File: src/rtl/fws_defines.vh
// register map, control bit layout, operation codes and timing counts of the
// flash write sequencer; assumes it is included once per design file
`ifndef FWS_DEFINES_VH
`define FWS_DEFINES_VH

// register byte offsets on the axi4-lite port, one aligned word each
`define FWS_A_CTRL_LO   8'h00
`define FWS_A_CTRL_HI   8'h04
`define FWS_A_SEC_LO    8'h08
`define FWS_A_SEC_HI    8'h0c
`define FWS_A_ADDR_LO   8'h10
`define FWS_A_ADDR_HI   8'h14
`define FWS_A_D0_LO     8'h18
`define FWS_A_D0_HI     8'h1c
`define FWS_A_D1_LO     8'h20
`define FWS_A_D1_HI     8'h24
`define FWS_A_ERR       8'h28
`define FWS_A_STAT      8'h2c
`define FWS_A_NV_WP_LO  8'h30
`define FWS_A_NV_WP_HI  8'h34
`define FWS_A_NV_AP0    8'h38
`define FWS_A_NV_DIS    8'h3c
`define FWS_A_NV_REN    8'h40

// op_ctrl_high bit positions and masks
`define FWS_B_START     15
`define FWS_B_SUSPEND_REQ      14
`define FWS_B_WPG       13
`define FWS_B_DWORD_PROG_SEL      12
`define FWS_B_SER       11
`define FWS_B_SPR       8
`define FWS_B_ARRAY_MODE_SEL      7
`define FWS_M_START     16'h8000
`define FWS_M_SUSPEND_REQ      16'h4000
`define FWS_M_SER       16'h0800
`define FWS_M_OPSEL     16'h3900

// error flag and target address bit positions
`define FWS_B_ERR_RES   0
`define FWS_ADDR_BIT2   2

// operation codes
`define FWS_OP_NONE     3'h0
`define FWS_OP_WORD     3'h1
`define FWS_OP_DWORD    3'h2
`define FWS_OP_ERASE    3'h3
`define FWS_OP_SPR      3'h4

// protection register addresses seen through target_addr_low
`define FWS_NV_WP_ADDR  16'hdfb4
`define FWS_NV_AP0_ADDR 16'hdfb8
`define FWS_NV_AP1_ADDR 16'hdfbc

// reset values
`define FWS_RST_REG     16'h0000
`define FWS_RST_NV      16'hffff

// operation timing in clock cycles
`define FWS_PROG_CYCLES  16
`define FWS_ERASE_CYCLES 64

// axi responses
`define FWS_RESP_OKAY   2'b00
`define FWS_RESP_SLVERR 2'b10

`endif

File: src/rtl/fws_reset_sync.v
// reset release synchroniser for the flash write sequencer
// assumes nrst may drop at any time; release is aligned to clk
`include "fws_defines.vh"

module fws_reset_sync (
	input  wire clk,
	input  wire nrst,
	output wire rst_n
);
	reg meta_reg;
	reg sync_reg;

	// assert at once, release after two edges to avoid a metastable release
	always @(posedge clk or negedge nrst)
	begin
		if (!nrst)
		begin
			meta_reg <= 1'b0;
			sync_reg <= 1'b0;
		end
		else
		begin
			meta_reg <= 1'b1;
			sync_reg <= meta_reg;
		end
	end

	assign rst_n = sync_reg;
endmodule // fws_reset_sync

File: src/rtl/fws_nv_protect.v
// model of the non-volatile protection registers written by set protection
// assumes one write strobe per finished set-protection operation
`include "fws_defines.vh"

module fws_nv_protect (
	input  wire        clk,
	input  wire        rst_n,
	input  wire        wr_stb,
	input  wire [15:0] wr_addr,
	input  wire [15:0] wr_dlo,
	input  wire [15:0] wr_dhi,
	output reg  [31:0] nv_write_protect_reg,
	output reg  [15:0] nv_access_protect_reg,
	output reg  [15:0] nv_protect_disable_reg,
	output reg  [15:0] nv_protect_reenable_reg,
	output wire        acc_on,
	output wire        dbg_on
);
	wire [15:0] dis_ok;
	wire [15:0] dis_next;
	wire [15:0] en_next;
	wire        perm_off;

	// disable bit x needs re-enable bit x-1 at 0; bit 0 needs both protections set
	assign dis_ok   = {~nv_protect_reenable_reg[14:0],
		nv_access_protect_reg[1:0] == 2'b00};
	assign dis_next = nv_protect_disable_reg & ~(~wr_dlo & dis_ok);
	// a re-enable bit may only fall once its own disable bit has fallen
	assign en_next  = nv_protect_reenable_reg & ~(~wr_dhi & ~nv_protect_disable_reg);
	// sixteen bit pairs give at most sixteen disable/re-enable rounds
	assign perm_off = |(~nv_protect_disable_reg & nv_protect_reenable_reg);
	assign acc_on   = ~nv_access_protect_reg[0] & ~perm_off;
	assign dbg_on   = ~nv_access_protect_reg[1] & ~perm_off;

	// flash cells only program towards 0; reset restores the delivery value
	// in simulation only, real cells would keep their content
	always @(posedge clk or negedge rst_n)
	begin
		if (!rst_n)
		begin
			nv_write_protect_reg    <= {`FWS_RST_NV, `FWS_RST_NV};
			nv_access_protect_reg   <= `FWS_RST_NV;
			nv_protect_disable_reg  <= `FWS_RST_NV;
			nv_protect_reenable_reg <= `FWS_RST_NV;
		end
		else if (wr_stb)
		begin
			case (wr_addr)
				`FWS_NV_WP_ADDR:
					nv_write_protect_reg <= nv_write_protect_reg & {wr_dhi, wr_dlo};
				`FWS_NV_AP0_ADDR:
					nv_access_protect_reg <= nv_access_protect_reg & wr_dlo;
				`FWS_NV_AP1_ADDR:
				begin
					nv_protect_disable_reg  <= dis_next;
					nv_protect_reenable_reg <= en_next;
				end
				default:
					nv_access_protect_reg <= nv_access_protect_reg;
			endcase
		end
	end
endmodule // fws_nv_protect

File: src/rtl/fws_flash_seq.v
// flash write sequencer: program, erase, set protection, suspend and resume
// assumes an axi4-lite master and a flash array that takes one-cycle strobes
//
// Behaviour
// - every register write is taken as a 16-bit half-register access
// - select an operation, load address/data or sectors, then set start
// - clearing a select bit before start cancels the operation
// - bit 15 starts or resumes; 0x2080 selects word program
// - word program writes 32 bits from data pair 0 to the target address
// - double word program writes 64 bits, address bit 2 ignored
// - 0x0880 selects sector erase, one sector_sel bit per sector
// - suspend bit suspends a running program or sector erase
// - changed select bits at resume abort and set the resume error flag
// - a suspended erase allows a program of another sector
// - program inside erase suspend keeps erase/suspend low, cannot suspend
// - 0x0100 selects set protection into the addressed protection register
// - 0xfffc at 0xdfb8 programs access and debug protection on
// - 0xfffe at 0xdfbc clears first disable (low) or re-enable (high) bit
// - permanent disable and re-enable possible at most sixteen times
// - disable bit x programmable only after re-enable bit x-1
//
// Our own choices: the address map and the AXI4-Lite slave port.
`include "fws_defines.vh"

module fws_flash_seq #(
	parameter PROG_CYCLES  = `FWS_PROG_CYCLES,
	parameter ERASE_CYCLES = `FWS_ERASE_CYCLES
) (
	input  wire        clk,
	input  wire        nrst,
	input  wire [7:0]  awaddr,
	input  wire        awvalid,
	output reg         awready,
	input  wire [31:0] wdata,
	input  wire [3:0]  wstrb,
	input  wire        wvalid,
	output reg         wready,
	output reg  [1:0]  bresp,
	output reg         bvalid,
	input  wire        bready,
	input  wire [7:0]  araddr,
	input  wire        arvalid,
	output reg         arready,
	output reg  [31:0] rdata,
	output reg  [1:0]  rresp,
	output reg         rvalid,
	input  wire        rready,
	output reg         fl_prog_stb,
	output reg         fl_dword,
	output reg  [31:0] fl_addr,
	output reg  [63:0] fl_data,
	output reg         fl_erase_stb,
	output reg  [4:0]  fl_erase_sector,
	output reg         busy,
	output reg         acc_prot_on,
	output reg         dbg_prot_on
);
	localparam [6:0] S_IDLE  = 7'b0000001;
	localparam [6:0] S_PROG  = 7'b0000010;
	localparam [6:0] S_ERASE = 7'b0000100;
	localparam [6:0] S_SPR   = 7'b0001000;
	localparam [6:0] S_ESUSP = 7'b0010000;
	localparam [6:0] S_PSUSP = 7'b0100000;
	localparam [6:0] S_PES   = 7'b1000000;
	localparam integer PROG_LAST  = PROG_CYCLES - 1;
	localparam integer ERASE_LAST = ERASE_CYCLES - 1;

	wire        rst_n;
	reg  [7:0]  awaddr_reg;
	reg  [15:0] wdata_reg;
	reg  [1:0]  wstrb_reg;
	reg  [15:0] op_ctrl_low_reg;
	reg  [15:0] op_ctrl_high_reg;
	reg  [15:0] sector_sel_low_reg;
	reg  [15:0] sector_sel_high_reg;
	reg  [15:0] target_addr_low_reg;
	reg  [15:0] target_addr_high_reg;
	reg  [15:0] wdata0_low_reg;
	reg  [15:0] wdata0_high_reg;
	reg  [15:0] wdata1_low_reg;
	reg  [15:0] wdata1_high_reg;
	reg  [15:0] error_reg;
	reg  [15:0] saved_sel_reg;
	reg         prog_dw_reg;
	reg  [6:0]  state_reg;
	reg  [15:0] cnt_reg;
	reg         prot_wr_reg;
	reg  [31:0] rd_data;
	reg         rd_ok;
	wire [31:0] nv_wp;
	wire [15:0] nv_ap0;
	wire [15:0] nv_dis;
	wire [15:0] nv_ren;
	wire        prot_acc;
	wire        prot_dbg;
	wire        wr_fire;
	wire        hi_wr;
	wire [15:0] hv;
	wire [15:0] st_sel;
	wire [2:0]  st_op;
	wire [31:0] sec_all;
	wire [3:0]  stat;

	// byte-lane merge of a 16-bit half-register write
	function [15:0] merge16;
		input [15:0] old;
		input [15:0] d;
		input [1:0]  s;
		begin
			merge16 = {s[1] ? d[15:8] : old[15:8], s[0] ? d[7:0] : old[7:0]};
		end
	endfunction

	// operation encoded by the select bits, program first
	function [2:0] op_dec;
		input [15:0] v;
		begin
			if (v[`FWS_B_WPG])
				op_dec = `FWS_OP_WORD;
			else if (v[`FWS_B_DWORD_PROG_SEL])
				op_dec = `FWS_OP_DWORD;
			else if (v[`FWS_B_SER])
				op_dec = `FWS_OP_ERASE;
			else if (v[`FWS_B_SPR])
				op_dec = `FWS_OP_SPR;
			else
				op_dec = `FWS_OP_NONE;
		end
	endfunction

	// lowest selected sector, erased first
	function [4:0] low_idx;
		input [31:0] v;
		integer i;
		begin
			low_idx = 5'h00;
			for (i = 31; i >= 0; i = i - 1)
				if (v[i])
					low_idx = i[4:0];
		end
	endfunction

	fws_reset_sync u_rst (
		.clk   (clk),
		.nrst  (nrst),
		.rst_n (rst_n)
	);

	fws_nv_protect u_prot (
		.clk                     (clk),
		.rst_n                   (rst_n),
		.wr_stb                  (prot_wr_reg),
		.wr_addr                 (target_addr_low_reg),
		.wr_dlo                  (wdata0_low_reg),
		.wr_dhi                  (wdata0_high_reg),
		.nv_write_protect_reg    (nv_wp),
		.nv_access_protect_reg   (nv_ap0),
		.nv_protect_disable_reg  (nv_dis),
		.nv_protect_reenable_reg (nv_ren),
		.acc_on                  (prot_acc),
		.dbg_on                  (prot_dbg)
	);

	// a write is done once address and data are both held and no answer waits
	assign wr_fire = ~awready & ~wready & ~bvalid;
	assign hi_wr   = wr_fire & (awaddr_reg == `FWS_A_CTRL_HI);
	assign hv      = merge16(op_ctrl_high_reg, wdata_reg, wstrb_reg);
	// a start write keeps the select bits already stored, so "= 0x8000" works
	assign st_sel  = (hv | op_ctrl_high_reg) & `FWS_M_OPSEL;
	assign st_op   = op_dec(st_sel);
	assign sec_all = {sector_sel_high_reg, sector_sel_low_reg};
	assign stat    = {state_reg == S_PES, state_reg == S_PSUSP,
		state_reg == S_ESUSP, |(state_reg & (S_PROG | S_ERASE | S_SPR | S_PES))};

	// read decode, unmapped words answer slverr with zero data
	always @*
	begin
		rd_ok   = 1'b1;
		rd_data = 32'h00000000;
		case (araddr)
			`FWS_A_CTRL_LO:  rd_data = {16'h0000, op_ctrl_low_reg};
			`FWS_A_CTRL_HI:  rd_data = {16'h0000, op_ctrl_high_reg};
			`FWS_A_SEC_LO:   rd_data = {16'h0000, sector_sel_low_reg};
			`FWS_A_SEC_HI:   rd_data = {16'h0000, sector_sel_high_reg};
			`FWS_A_ADDR_LO:  rd_data = {16'h0000, target_addr_low_reg};
			`FWS_A_ADDR_HI:  rd_data = {16'h0000, target_addr_high_reg};
			`FWS_A_D0_LO:    rd_data = {16'h0000, wdata0_low_reg};
			`FWS_A_D0_HI:    rd_data = {16'h0000, wdata0_high_reg};
			`FWS_A_D1_LO:    rd_data = {16'h0000, wdata1_low_reg};
			`FWS_A_D1_HI:    rd_data = {16'h0000, wdata1_high_reg};
			`FWS_A_ERR:      rd_data = {16'h0000, error_reg};
			`FWS_A_STAT:     rd_data = {28'h0000000, stat};
			`FWS_A_NV_WP_LO: rd_data = {16'h0000, nv_wp[15:0]};
			`FWS_A_NV_WP_HI: rd_data = {16'h0000, nv_wp[31:16]};
			`FWS_A_NV_AP0:   rd_data = {16'h0000, nv_ap0};
			`FWS_A_NV_DIS:   rd_data = {16'h0000, nv_dis};
			`FWS_A_NV_REN:   rd_data = {16'h0000, nv_ren};
			default:         rd_ok = 1'b0;
		endcase
	end

	// bus slave, register file and operation sequencer share one process so
	// that hardware updates placed later win over a software write
	always @(posedge clk or negedge rst_n)
	begin
		if (!rst_n)
		begin
			awready <= 1'b1;
			wready <= 1'b1;
			bvalid <= 1'b0;
			bresp <= `FWS_RESP_OKAY;
			arready <= 1'b1;
			rvalid <= 1'b0;
			rresp <= `FWS_RESP_OKAY;
			rdata <= 32'h00000000;
			awaddr_reg <= 8'h00;
			wdata_reg <= `FWS_RST_REG;
			wstrb_reg <= 2'h0;
			op_ctrl_low_reg <= `FWS_RST_REG;
			op_ctrl_high_reg <= `FWS_RST_REG;
			sector_sel_low_reg <= `FWS_RST_REG;
			sector_sel_high_reg <= `FWS_RST_REG;
			target_addr_low_reg <= `FWS_RST_REG;
			target_addr_high_reg <= `FWS_RST_REG;
			wdata0_low_reg <= `FWS_RST_REG;
			wdata0_high_reg <= `FWS_RST_REG;
			wdata1_low_reg <= `FWS_RST_REG;
			wdata1_high_reg <= `FWS_RST_REG;
			error_reg <= `FWS_RST_REG;
			saved_sel_reg <= `FWS_RST_REG;
			prog_dw_reg <= 1'b0;
			state_reg <= S_IDLE;
			cnt_reg <= 16'h0000;
			prot_wr_reg <= 1'b0;
			fl_prog_stb <= 1'b0;
			fl_dword <= 1'b0;
			fl_addr <= 32'h00000000;
			fl_data <= 64'h0000000000000000;
			fl_erase_stb <= 1'b0;
			fl_erase_sector <= 5'h00;
			busy <= 1'b0;
			acc_prot_on <= 1'b0;
			dbg_prot_on <= 1'b0;
		end
		else
		begin
			fl_prog_stb <= 1'b0;
			fl_erase_stb <= 1'b0;
			prot_wr_reg <= 1'b0;
			busy <= stat[0];
			acc_prot_on <= prot_acc;
			dbg_prot_on <= prot_dbg;
			// write address and data are taken independently
			if (awvalid && awready)
			begin
				awaddr_reg <= awaddr;
				awready <= 1'b0;
			end
			if (wvalid && wready)
			begin
				wdata_reg <= wdata[15:0];
				wstrb_reg <= wstrb[1:0];
				wready <= 1'b0;
			end
			if (bvalid && bready)
			begin
				bvalid <= 1'b0;
				awready <= 1'b1;
				wready <= 1'b1;
			end
			if (wr_fire)
			begin
				bvalid <= 1'b1;
				bresp <= `FWS_RESP_OKAY;
				case (awaddr_reg)
					`FWS_A_CTRL_LO: op_ctrl_low_reg <= merge16(op_ctrl_low_reg, wdata_reg, wstrb_reg);
					`FWS_A_CTRL_HI: bresp <= `FWS_RESP_OKAY;
					`FWS_A_SEC_LO:  sector_sel_low_reg <= merge16(sector_sel_low_reg, wdata_reg, wstrb_reg);
					`FWS_A_SEC_HI:  sector_sel_high_reg <= merge16(sector_sel_high_reg, wdata_reg, wstrb_reg);
					`FWS_A_ADDR_LO: target_addr_low_reg <= merge16(target_addr_low_reg, wdata_reg, wstrb_reg);
					`FWS_A_ADDR_HI: target_addr_high_reg <= merge16(target_addr_high_reg, wdata_reg, wstrb_reg);
					`FWS_A_D0_LO:   wdata0_low_reg <= merge16(wdata0_low_reg, wdata_reg, wstrb_reg);
					`FWS_A_D0_HI:   wdata0_high_reg <= merge16(wdata0_high_reg, wdata_reg, wstrb_reg);
					`FWS_A_D1_LO:   wdata1_low_reg <= merge16(wdata1_low_reg, wdata_reg, wstrb_reg);
					`FWS_A_D1_HI:   wdata1_high_reg <= merge16(wdata1_high_reg, wdata_reg, wstrb_reg);
					`FWS_A_ERR:     error_reg <= error_reg & ~(wdata_reg & {16{wstrb_reg[0]}});
					`FWS_A_STAT, `FWS_A_NV_WP_LO, `FWS_A_NV_WP_HI, `FWS_A_NV_AP0,
					`FWS_A_NV_DIS, `FWS_A_NV_REN: bresp <= `FWS_RESP_OKAY;
					default:        bresp <= `FWS_RESP_SLVERR;
				endcase
			end
			// read answer follows the address by one edge
			if (arvalid && arready)
			begin
				arready <= 1'b0;
				rvalid <= 1'b1;
				rdata <= rd_data;
				rresp <= rd_ok ? `FWS_RESP_OKAY : `FWS_RESP_SLVERR;
			end
			if (rvalid && rready)
			begin
				rvalid <= 1'b0;
				arready <= 1'b1;
			end
			// control writes steer the sequencer; without a start nothing launches
			if (hi_wr)
			begin
				case (state_reg)
					S_PES:
						op_ctrl_high_reg <= (hv & ~(`FWS_M_SUSPEND_REQ | `FWS_M_SER)) | `FWS_M_START;
					S_PROG, S_ERASE:
					begin
						if (hv[`FWS_B_SUSPEND_REQ])
						begin
							state_reg <= (state_reg == S_ERASE) ? S_ESUSP : S_PSUSP;
							op_ctrl_high_reg <= hv & ~`FWS_M_START;
						end
						else
							op_ctrl_high_reg <= hv | `FWS_M_START;
					end
					S_SPR:
						op_ctrl_high_reg <= hv | `FWS_M_START;
					S_IDLE, S_ESUSP, S_PSUSP:
					begin
						if (!hv[`FWS_B_START] || hv[`FWS_B_SUSPEND_REQ] || st_op == `FWS_OP_NONE)
							op_ctrl_high_reg <= hv & ~`FWS_M_START;
						else if (state_reg == S_IDLE)
						begin
							op_ctrl_high_reg <= hv | st_sel;
							saved_sel_reg <= st_sel;
							prog_dw_reg <= (st_op == `FWS_OP_DWORD);
							cnt_reg <= 16'h0000;
							if (st_op == `FWS_OP_ERASE)
								state_reg <= S_ERASE;
							else if (st_op == `FWS_OP_SPR)
								state_reg <= S_SPR;
							else
								state_reg <= S_PROG;
						end
						else if (st_sel == saved_sel_reg)
						begin
							op_ctrl_high_reg <= hv | st_sel;
							state_reg <= (state_reg == S_ESUSP) ? S_ERASE : S_PROG;
						end
						else if (state_reg == S_ESUSP && !st_sel[`FWS_B_SER] &&
							(st_op == `FWS_OP_WORD || st_op == `FWS_OP_DWORD))
						begin
							op_ctrl_high_reg <= (hv | st_sel) & ~`FWS_M_SUSPEND_REQ;
							prog_dw_reg <= (st_op == `FWS_OP_DWORD);
							cnt_reg <= 16'h0000;
							state_reg <= S_PES;
						end
						else
						begin
							// a changed setup at resume abandons the operation
							op_ctrl_high_reg <= `FWS_RST_REG;
							state_reg <= S_IDLE;
							error_reg[`FWS_B_ERR_RES] <= 1'b1;
						end
					end
					default:
						state_reg <= S_IDLE;
				endcase
			end
			// running operations pause for the one cycle of a control write
			else if (state_reg == S_PROG || state_reg == S_PES || state_reg == S_SPR)
			begin
				cnt_reg <= cnt_reg + 16'h0001;
				if ({16'h0000, cnt_reg} == PROG_LAST)
				begin
					cnt_reg <= 16'h0000;
					op_ctrl_high_reg <= `FWS_RST_REG;
					state_reg <= (state_reg == S_PES) ? S_ESUSP : S_IDLE;
					if (state_reg == S_SPR)
						prot_wr_reg <= 1'b1;
					else
					begin
						fl_prog_stb <= 1'b1;
						fl_dword <= prog_dw_reg;
						fl_addr <= {target_addr_high_reg, target_addr_low_reg[15:3],
							target_addr_low_reg[`FWS_ADDR_BIT2] & ~prog_dw_reg,
							target_addr_low_reg[1:0]};
						fl_data <= {prog_dw_reg ? {wdata1_high_reg, wdata1_low_reg} : 32'h00000000,
							wdata0_high_reg, wdata0_low_reg};
					end
				end
			end
			else if (state_reg == S_ERASE)
			begin
				// sectors are erased lowest first and their bits cleared as they finish
				if (sec_all == 32'h00000000)
				begin
					op_ctrl_high_reg <= `FWS_RST_REG;
					state_reg <= S_IDLE;
				end
				else if ({16'h0000, cnt_reg} == ERASE_LAST)
				begin
					cnt_reg <= 16'h0000;
					fl_erase_stb <= 1'b1;
					fl_erase_sector <= low_idx(sec_all);
					{sector_sel_high_reg, sector_sel_low_reg} <= sec_all & (sec_all - 32'h00000001);
				end
				else
					cnt_reg <= cnt_reg + 16'h0001;
			end
		end
	end
endmodule // fws_flash_seq

File: config.mk
export PLATFORM = sky130hd
export DESIGN_NAME = fws_flash_seq
export DESIGN_NICKNAME = d
export VERILOG_FILES = /design/src/rtl/fws_reset_sync.v /design/src/rtl/fws_nv_protect.v /design/src/rtl/fws_flash_seq.v
export VERILOG_INCLUDE_DIRS = /design/src /design/src/rtl
export SDC_FILE = /design/constraint.sdc
export NUM_CORES = 1
export LEC_CHECK = 0
export BUFFER_PORTS_ARGS = -buffer_cell sky130_fd_sc_hd__clkbuf_2
export CAP_MARGIN = 40
export CORE_MARGIN = 3
export CORE_UTILIZATION = 35
export DETAILED_ROUTE_END_ITERATION = 10
export SETUP_SLACK_MARGIN = 0.15
export SKIP_LAST_GASP = 1
export SLEW_MARGIN = 20
export SYNTH_ARGS = -nofsm -noshare
export SYNTH_HDL_FRONTEND = slang
export SYNTH_HIERARCHICAL = 1
export SYNTH_SLANG_ARGS = --single-unit
File: constraint.sdc
create_clock -name clk -period 18.9 [get_ports clk]
set_clock_uncertainty 0.1 [all_clocks]
set_input_delay 1.89 -clock clk [delete_from_list [all_inputs] [get_ports clk]]
set_output_delay 1.89 -clock clk [all_outputs]
set_load 0.02 [all_outputs]
Word level (Yosys, flattened, before mapping)

Index checks and enable logic that the tools add are counted.

Bits in registers: 461
Word-level logic and storage cells: 340
Bits of input ports: 59
Output and inout port bits: 148

Eq/ne operators: 60
Bitwise gates (word level): 37
$add $sub $neg: 2
Reductions and logical operators: 58
Mux-type cells: 133

Operator list:

| cell                                                                   | count |
|---|---|
| 16-bit two-way mux                                                     | 35 |
| 16-bit case mux with 17 select lines                                   | 1 |
| 5-bit two-way mux                                                      | 33 |
| 16-bit AND                                                             | 8 |
| 8-bit by 6-bit equality test with 1-bit output, second input constant  | 16 |
| 16-bit NOT                                                             | 6 |
| 7-bit two-way mux                                                      | 10 |
| 32-bit AND                                                             | 2 |
| 8-bit by 5-bit equality test with 1-bit output, second input constant  | 8 |
| 16-bit case mux with 4 select lines                                    | 1 |
| 16-bit equality test, second input constant                            | 3 |
| 8-bit two-way mux                                                      | 6 |
| 3-bit AND reduction                                                    | 14 |
| 1-bit two-way mux                                                      | 35 |
| 17-bit OR reduction                                                    | 2 |
| 8-bit by 4-bit equality test with 1-bit output, second input constant  | 4 |
| 32-bit zero test                                                       | 1 |
| 32-bit two-way mux                                                     | 1 |
| 32-bit by 1-bit subtractor with 32-bit output, second input constant   | 1 |
| 7-bit case mux with 3 select lines                                     | 1 |
| 16-bit by 1-bit adder with 16-bit output, second input constant        | 1 |
| 16-bit by 4-bit equality test with 1-bit output, second input constant | 1 |
| 16-bit by 6-bit equality test with 1-bit output, second input constant | 1 |
| 8-bit by 3-bit equality test with 1-bit output, second input constant  | 2 |
| 43 further kinds                                                       | 97 |

Longest topological paths before layout

Depth in word-level cells: 32
Gate-level depth with buffers: 11
Depth with buffers taken out: 8

Cells and area by module

The synthesis kept the hierarchy.

By module, submodules not included:

| module         | instances | sequential area each (um^2) | cells each | area each (um^2) |
|---|---|---|---|---|
| fws_flash_seq  | 1         | 9,038.7                     | 1,692      | 16,761.1 |
| fws_nv_protect | 1         | 2,102.0                     | 199        | 3,000.4 |
| fws_reset_sync | 1         | 50.0                        | 3          | 53.8 |

Least setup slack after synthesis

OpenSTA, ideal clock, no wires.

Path type: input -> register
Start point: input port araddr[1]
End point: register rdata[9]
Slack: 14,941 ps
Library setup time: 64 ps
Arrival: 3,795 ps
Stages: 8
Cells stage by stage: or4_1 > clkbuf_1 > nor4_2 > buf_2 > a22oi_1 > and3_1 > a31oi_1 > a21o_1

Longest elaborated chain between the ends: 2
Elaborated cells between the ends (all ways): 18
Those cells by class: 16 x eq/ne; 1 x mux; 1 x reduce/logical

Ends and longest elaborated chain:

| item                                                                   | RTL line            | source |
|---|---|---|
| start: declaration                                                     | fws_flash_seq.v:41  | `input wire [7:0] araddr,` |
| 8-bit by 7-bit equality test with 1-bit output (tied with other cells) | fws_flash_seq.v:180 | `case (araddr)` |
| 16-bit case mux with 17 select lines (*)                               | fws_flash_seq.v:180 |  |
| end signal: assignment                                                 | fws_flash_seq.v:297 | `rdata <= rd_data;` |
| end: declaration                                                       | fws_flash_seq.v:44  | `output reg [31:0] rdata,` |

Every way passes the cells marked *; elsewhere a longest branch is shown, timed or not.
A chain may end at the register's enable or synchronous reset.

Worst setup path after layout

Same ends and word-level chain as after synthesis.

==> results.cfg <==
[status]
status = completed

[place]
routabilityCongestion = 0.938
placed_cell_area_mm2 = 0.0217
dp_hpwl_um = 50000
io_buffers = 170
post-place-cells = 2753
dpl_worst_slack_ns = 14.10

[clock_tree]
clk_pin_slew_ns = 0.06
cts_setup_buffers = 0
worstSkewPairLatency_ns = 0.60
cts.htree.levels = 2
cts_resized = 0
root_buffer = clkbuf_16
cts_buffers = 49
cts_tree = yes
clock-sinks = 443
cts_hold_buffers = 0
cts.path.max_buffers = 3

[routing]
vias_per_cell = 5.70
antenna_left = 0
vias = 16200
first_pass_iters = 6
drcViolationCount = 0
detailedRoute.firstIterationViolations = 1601
totalWireLength_um = 69400
wl_per_cell_um = 24.4

[worst_setup_path]
cp-start-kind = primary input
slowest_delay_ns = 0.76
worst-setup-path-type = primary input to register
rr_startpoint = wdata_reg[12]
crit_required_ns = 19.33
cp.arrival_ns = 4.69
crit_end = rdata[9]
r2r_end = op_ctrl_high_reg[3]
crit_start = araddr[1]
critPathSlowestCell = or4b_2
crit_path_end_kind = register
r2r_slack_ns = 15.38
ff2ff_path_depth = 7
crit_chain = clkbuf_2, or4b_2, nor2_2, buf_6, nor4_1, a41o_1, a31oi_1, a21o_1
cp_max_fo = 17

[sta]
hold_slack_ns = 0.0792
max_freq_mhz = 235
layout_min_cycle_time_ns = 4.26
slew_violations = 0
finalHoldViolations = 0
setup_viol = 0
tns_ns = 0
rsz0062_at_grt = false
maxSlewHeadroom_pct = 39.6
layout_setup_ws_ns = 14.64
worst_pin_slew_ns = 0.897
finalCritPeriodShare_pct = 22.5

[floorplan]
die_y_um = 244
ios = 207
coreArea_mm2 = 0.0555
start_util_pct = 35.7
dieWidth_um = 244
rows = 86
fp.dieArea_mm2 = 0.0595

[final_layout]
n_fill_cell = 5374
antenna_cells = 0
layout-drive-gt1-share_pct = 24.1
largest_reg_flops = 64
nNetsFinal = 2121
design_area_mm2 = 0.0234
area_growth_pct = 18.1
layout.cells.non_filler = 2850

[global_routing]
track_usage_pct = 23.1
grt_max_degree = 66
grt_pass1_wl_um = 105000
antenna_found_initial = 1
grt_pass1_vias = 15900
grt_overflow = 0

[yosys]
ys_seq_elements = 443
synthesis.area_mm2 = 0.0198
async_flop_share_pct = 100
ys_seq_area_share_pct = 56.5
ys.flop_type = dfrtp_1
synth-edff-count = 0
netlist_instances = 1894
ys_warn_count = 6
synth_cell_type_count = 81
syn_area_per_cell_um2 = 10.5

[run]
drv_cap = 0

[pwr]
p_comb_share_pct = 14.4
internal_power_uw = 1760
p_sw_share_pct = 31.8
p_seq_share_pct = 47.6
irDropWorstVdd_uv = 78.2
power.density_mw_per_mm2 = 110
switching_power_uw = 819
power_leakage_uw = 0.0107
power_frac_clock_pct = 38.0

[min_path]
hold_path_class = register to asynchronous set/reset pin
stage by stage:
stage          total power (uW)  utilization, %
2_1_floorplan              1370               -
6_report                   2580            42.1
3_5_place_dp               1590            39.0
4_1_cts                    2570            42.0
5_1_grt                    2670            42.1
3_3_place_gp               1570            38.4
layout by cell type (no fill, tap or decap), types with 6 or more instances in the layout:
| cell type | netlist | final |
|---|---|---|
| a21oi_1 | 21 | 21 |
| a221oi_1 | 32 | 32 |
| nor4b_1 | 6 | 6 |
| o21ai_0 | 157 | 157 |
| o211ai_1 | 9 | 9 |
| clkbuf_2 | 0 | 170 |
| buf_16 | 0 | 6 |
| nor2_2 | 0 | 9 |
| dfrtp_1 | 359 | 358 |
| a2111oi_0 | 6 | 6 |
| mux2_2 | 95 | 95 |
| conb_1 | 2 | 19 |
| o31a_1 | 33 | 33 |
| a22oi_1 | 73 | 73 |
| clkbuf_16 | 0 | 51 |
| buf_4 | 18 | 28 |
| a21o_1 | 11 | 11 |
| nand2_1 | 405 | 405 |
| clkinv_2 | 0 | 6 |
| inv_1 | 33 | 33 |
| dfstp_2 | 84 | 84 |
| o31ai_1 | 18 | 18 |
| nand3_1 | 30 | 30 |
| nor3_1 | 17 | 16 |
| clkbuf_1 | 83 | 14 |
| buf_8 | 0 | 10 |
| a21boi_0 | 18 | 18 |
| nand2b_1 | 17 | 17 |
| clkbuf_8 | 0 | 15 |
| a22o_1 | 56 | 56 |
| nand4_1 | 16 | 16 |
| o21a_1 | 49 | 49 |
| nor2_1 | 70 | 61 |
| nor4_1 | 26 | 25 |
| or4_1 | 7 | 7 |
| nor2b_1 | 19 | 19 |
| and3_1 | 15 | 15 |
power by group through the flow:
| stage | Sequential (uW) | Combinational (uW) | Clock (uW) |
|---|---|---|---|
| 5_1_grt | 1230 | 402 | 1040 |
| 2_1_floorplan | 1140 | 238 | 0 |
| 4_1_cts | 1240 | 331 | 999 |
| 6_report | 1230 | 372 | 980 |
| 3_5_place_dp | 1260 | 330 | 0 |
| 3_3_place_gp | 1250 | 315 | 0 |
layer usage:
metal	track usage [%]	up-vias	part of all wire [%]
li1	-	7163	-
met1	32.1	8160	43
met2	34.8	759	43
met3	5.21	162	8.8
met4	9.89	2	5.0
met5	0	-	0.019
synthesized netlist by cell type (3+ instances only):
master | number | area [um^2]
a2111oi_0 | 6 | 52.6
a211oi_1 | 3 | 22.5
a21boi_0 | 18 | 135
a21o_1 | 11 | 82.6
a21oi_1 | 21 | 105
a221oi_1 | 32 | 280
a22o_1 | 56 | 490
a22oi_1 | 73 | 548
a32o_1 | 3 | 30.0
and2_1 | 5 | 31.3
and3_1 | 15 | 93.8
and4_1 | 4 | 35.0
buf_2 | 18 | 90.1
buf_4 | 18 | 135
clkbuf_1 | 83 | 312
dfrtp_1 | 359 | 8980
dfstp_2 | 84 | 2210
inv_1 | 33 | 124
mux2_2 | 95 | 1070
mux2i_1 | 4 | 40.0
nand2_1 | 405 | 1520
nand2b_1 | 17 | 106
nand3_1 | 30 | 150
nand4_1 | 16 | 100
nor2_1 | 70 | 263
nor2b_1 | 19 | 119
nor3_1 | 17 | 85.1
nor4_1 | 26 | 163
nor4b_1 | 6 | 52.6
o211ai_1 | 9 | 67.6
o21a_1 | 49 | 368
o21ai_0 | 157 | 786
o311ai_0 | 4 | 35.0
o31a_1 | 33 | 289
o31ai_1 | 18 | 135
o41ai_1 | 3 | 26.3
or3_1 | 4 | 25.0
or4_1 | 7 | 52.6
or4b_2 | 3 | 30.0
xnor2_1 | 3 | 26.3
xor2_1 | 5 | 43.8
final cells by class:
type / instances / area [um^2] / area share, %
clock buffer: 80 / 1540 / 6.56
clock inverter: 12 / 123 / 0.524
inverter: 34 / 128 / 0.545
multi-input combinational: 1313 / 8040 / 34.4
sequential: 443 / 11200 / 47.8
tap: 748 / 936 / 4.00
timing repair buffer: 220 / 1440 / 6.16
worst max-delay path, delay by kind of cell:
kind | cells | cell delay (ns)
simple gates | 3 | 1.39
compound gates | 3 | 1.00
buf+inv | 2 | 0.40
worst min path at each step:
stage	to	slack (ns)
final	sector_sel_low_reg[4]	0.08
after global routing	fl_erase_sector[4]	0.09
after CTS	fl_erase_stb	0.08
after detailed placement	fl_erase_sector[4]	0.08
after global placement	u_rst/rst_n	0.23
after floorplan	u_rst/rst_n	0.23
cells by family after synthesis:
group	synth area share, %
flip-flops	56.5
adder cells (fa/ha/maj)	0.0631
buffers and inverters	3.47
AND/OR/NAND/NOR	15.4
AO/OA/AOI/OAI	18.6
other	0.0379
multiplexers	5.60
XOR/XNOR	0.354
No activity file was read; power rests on OpenSTA's default activity.
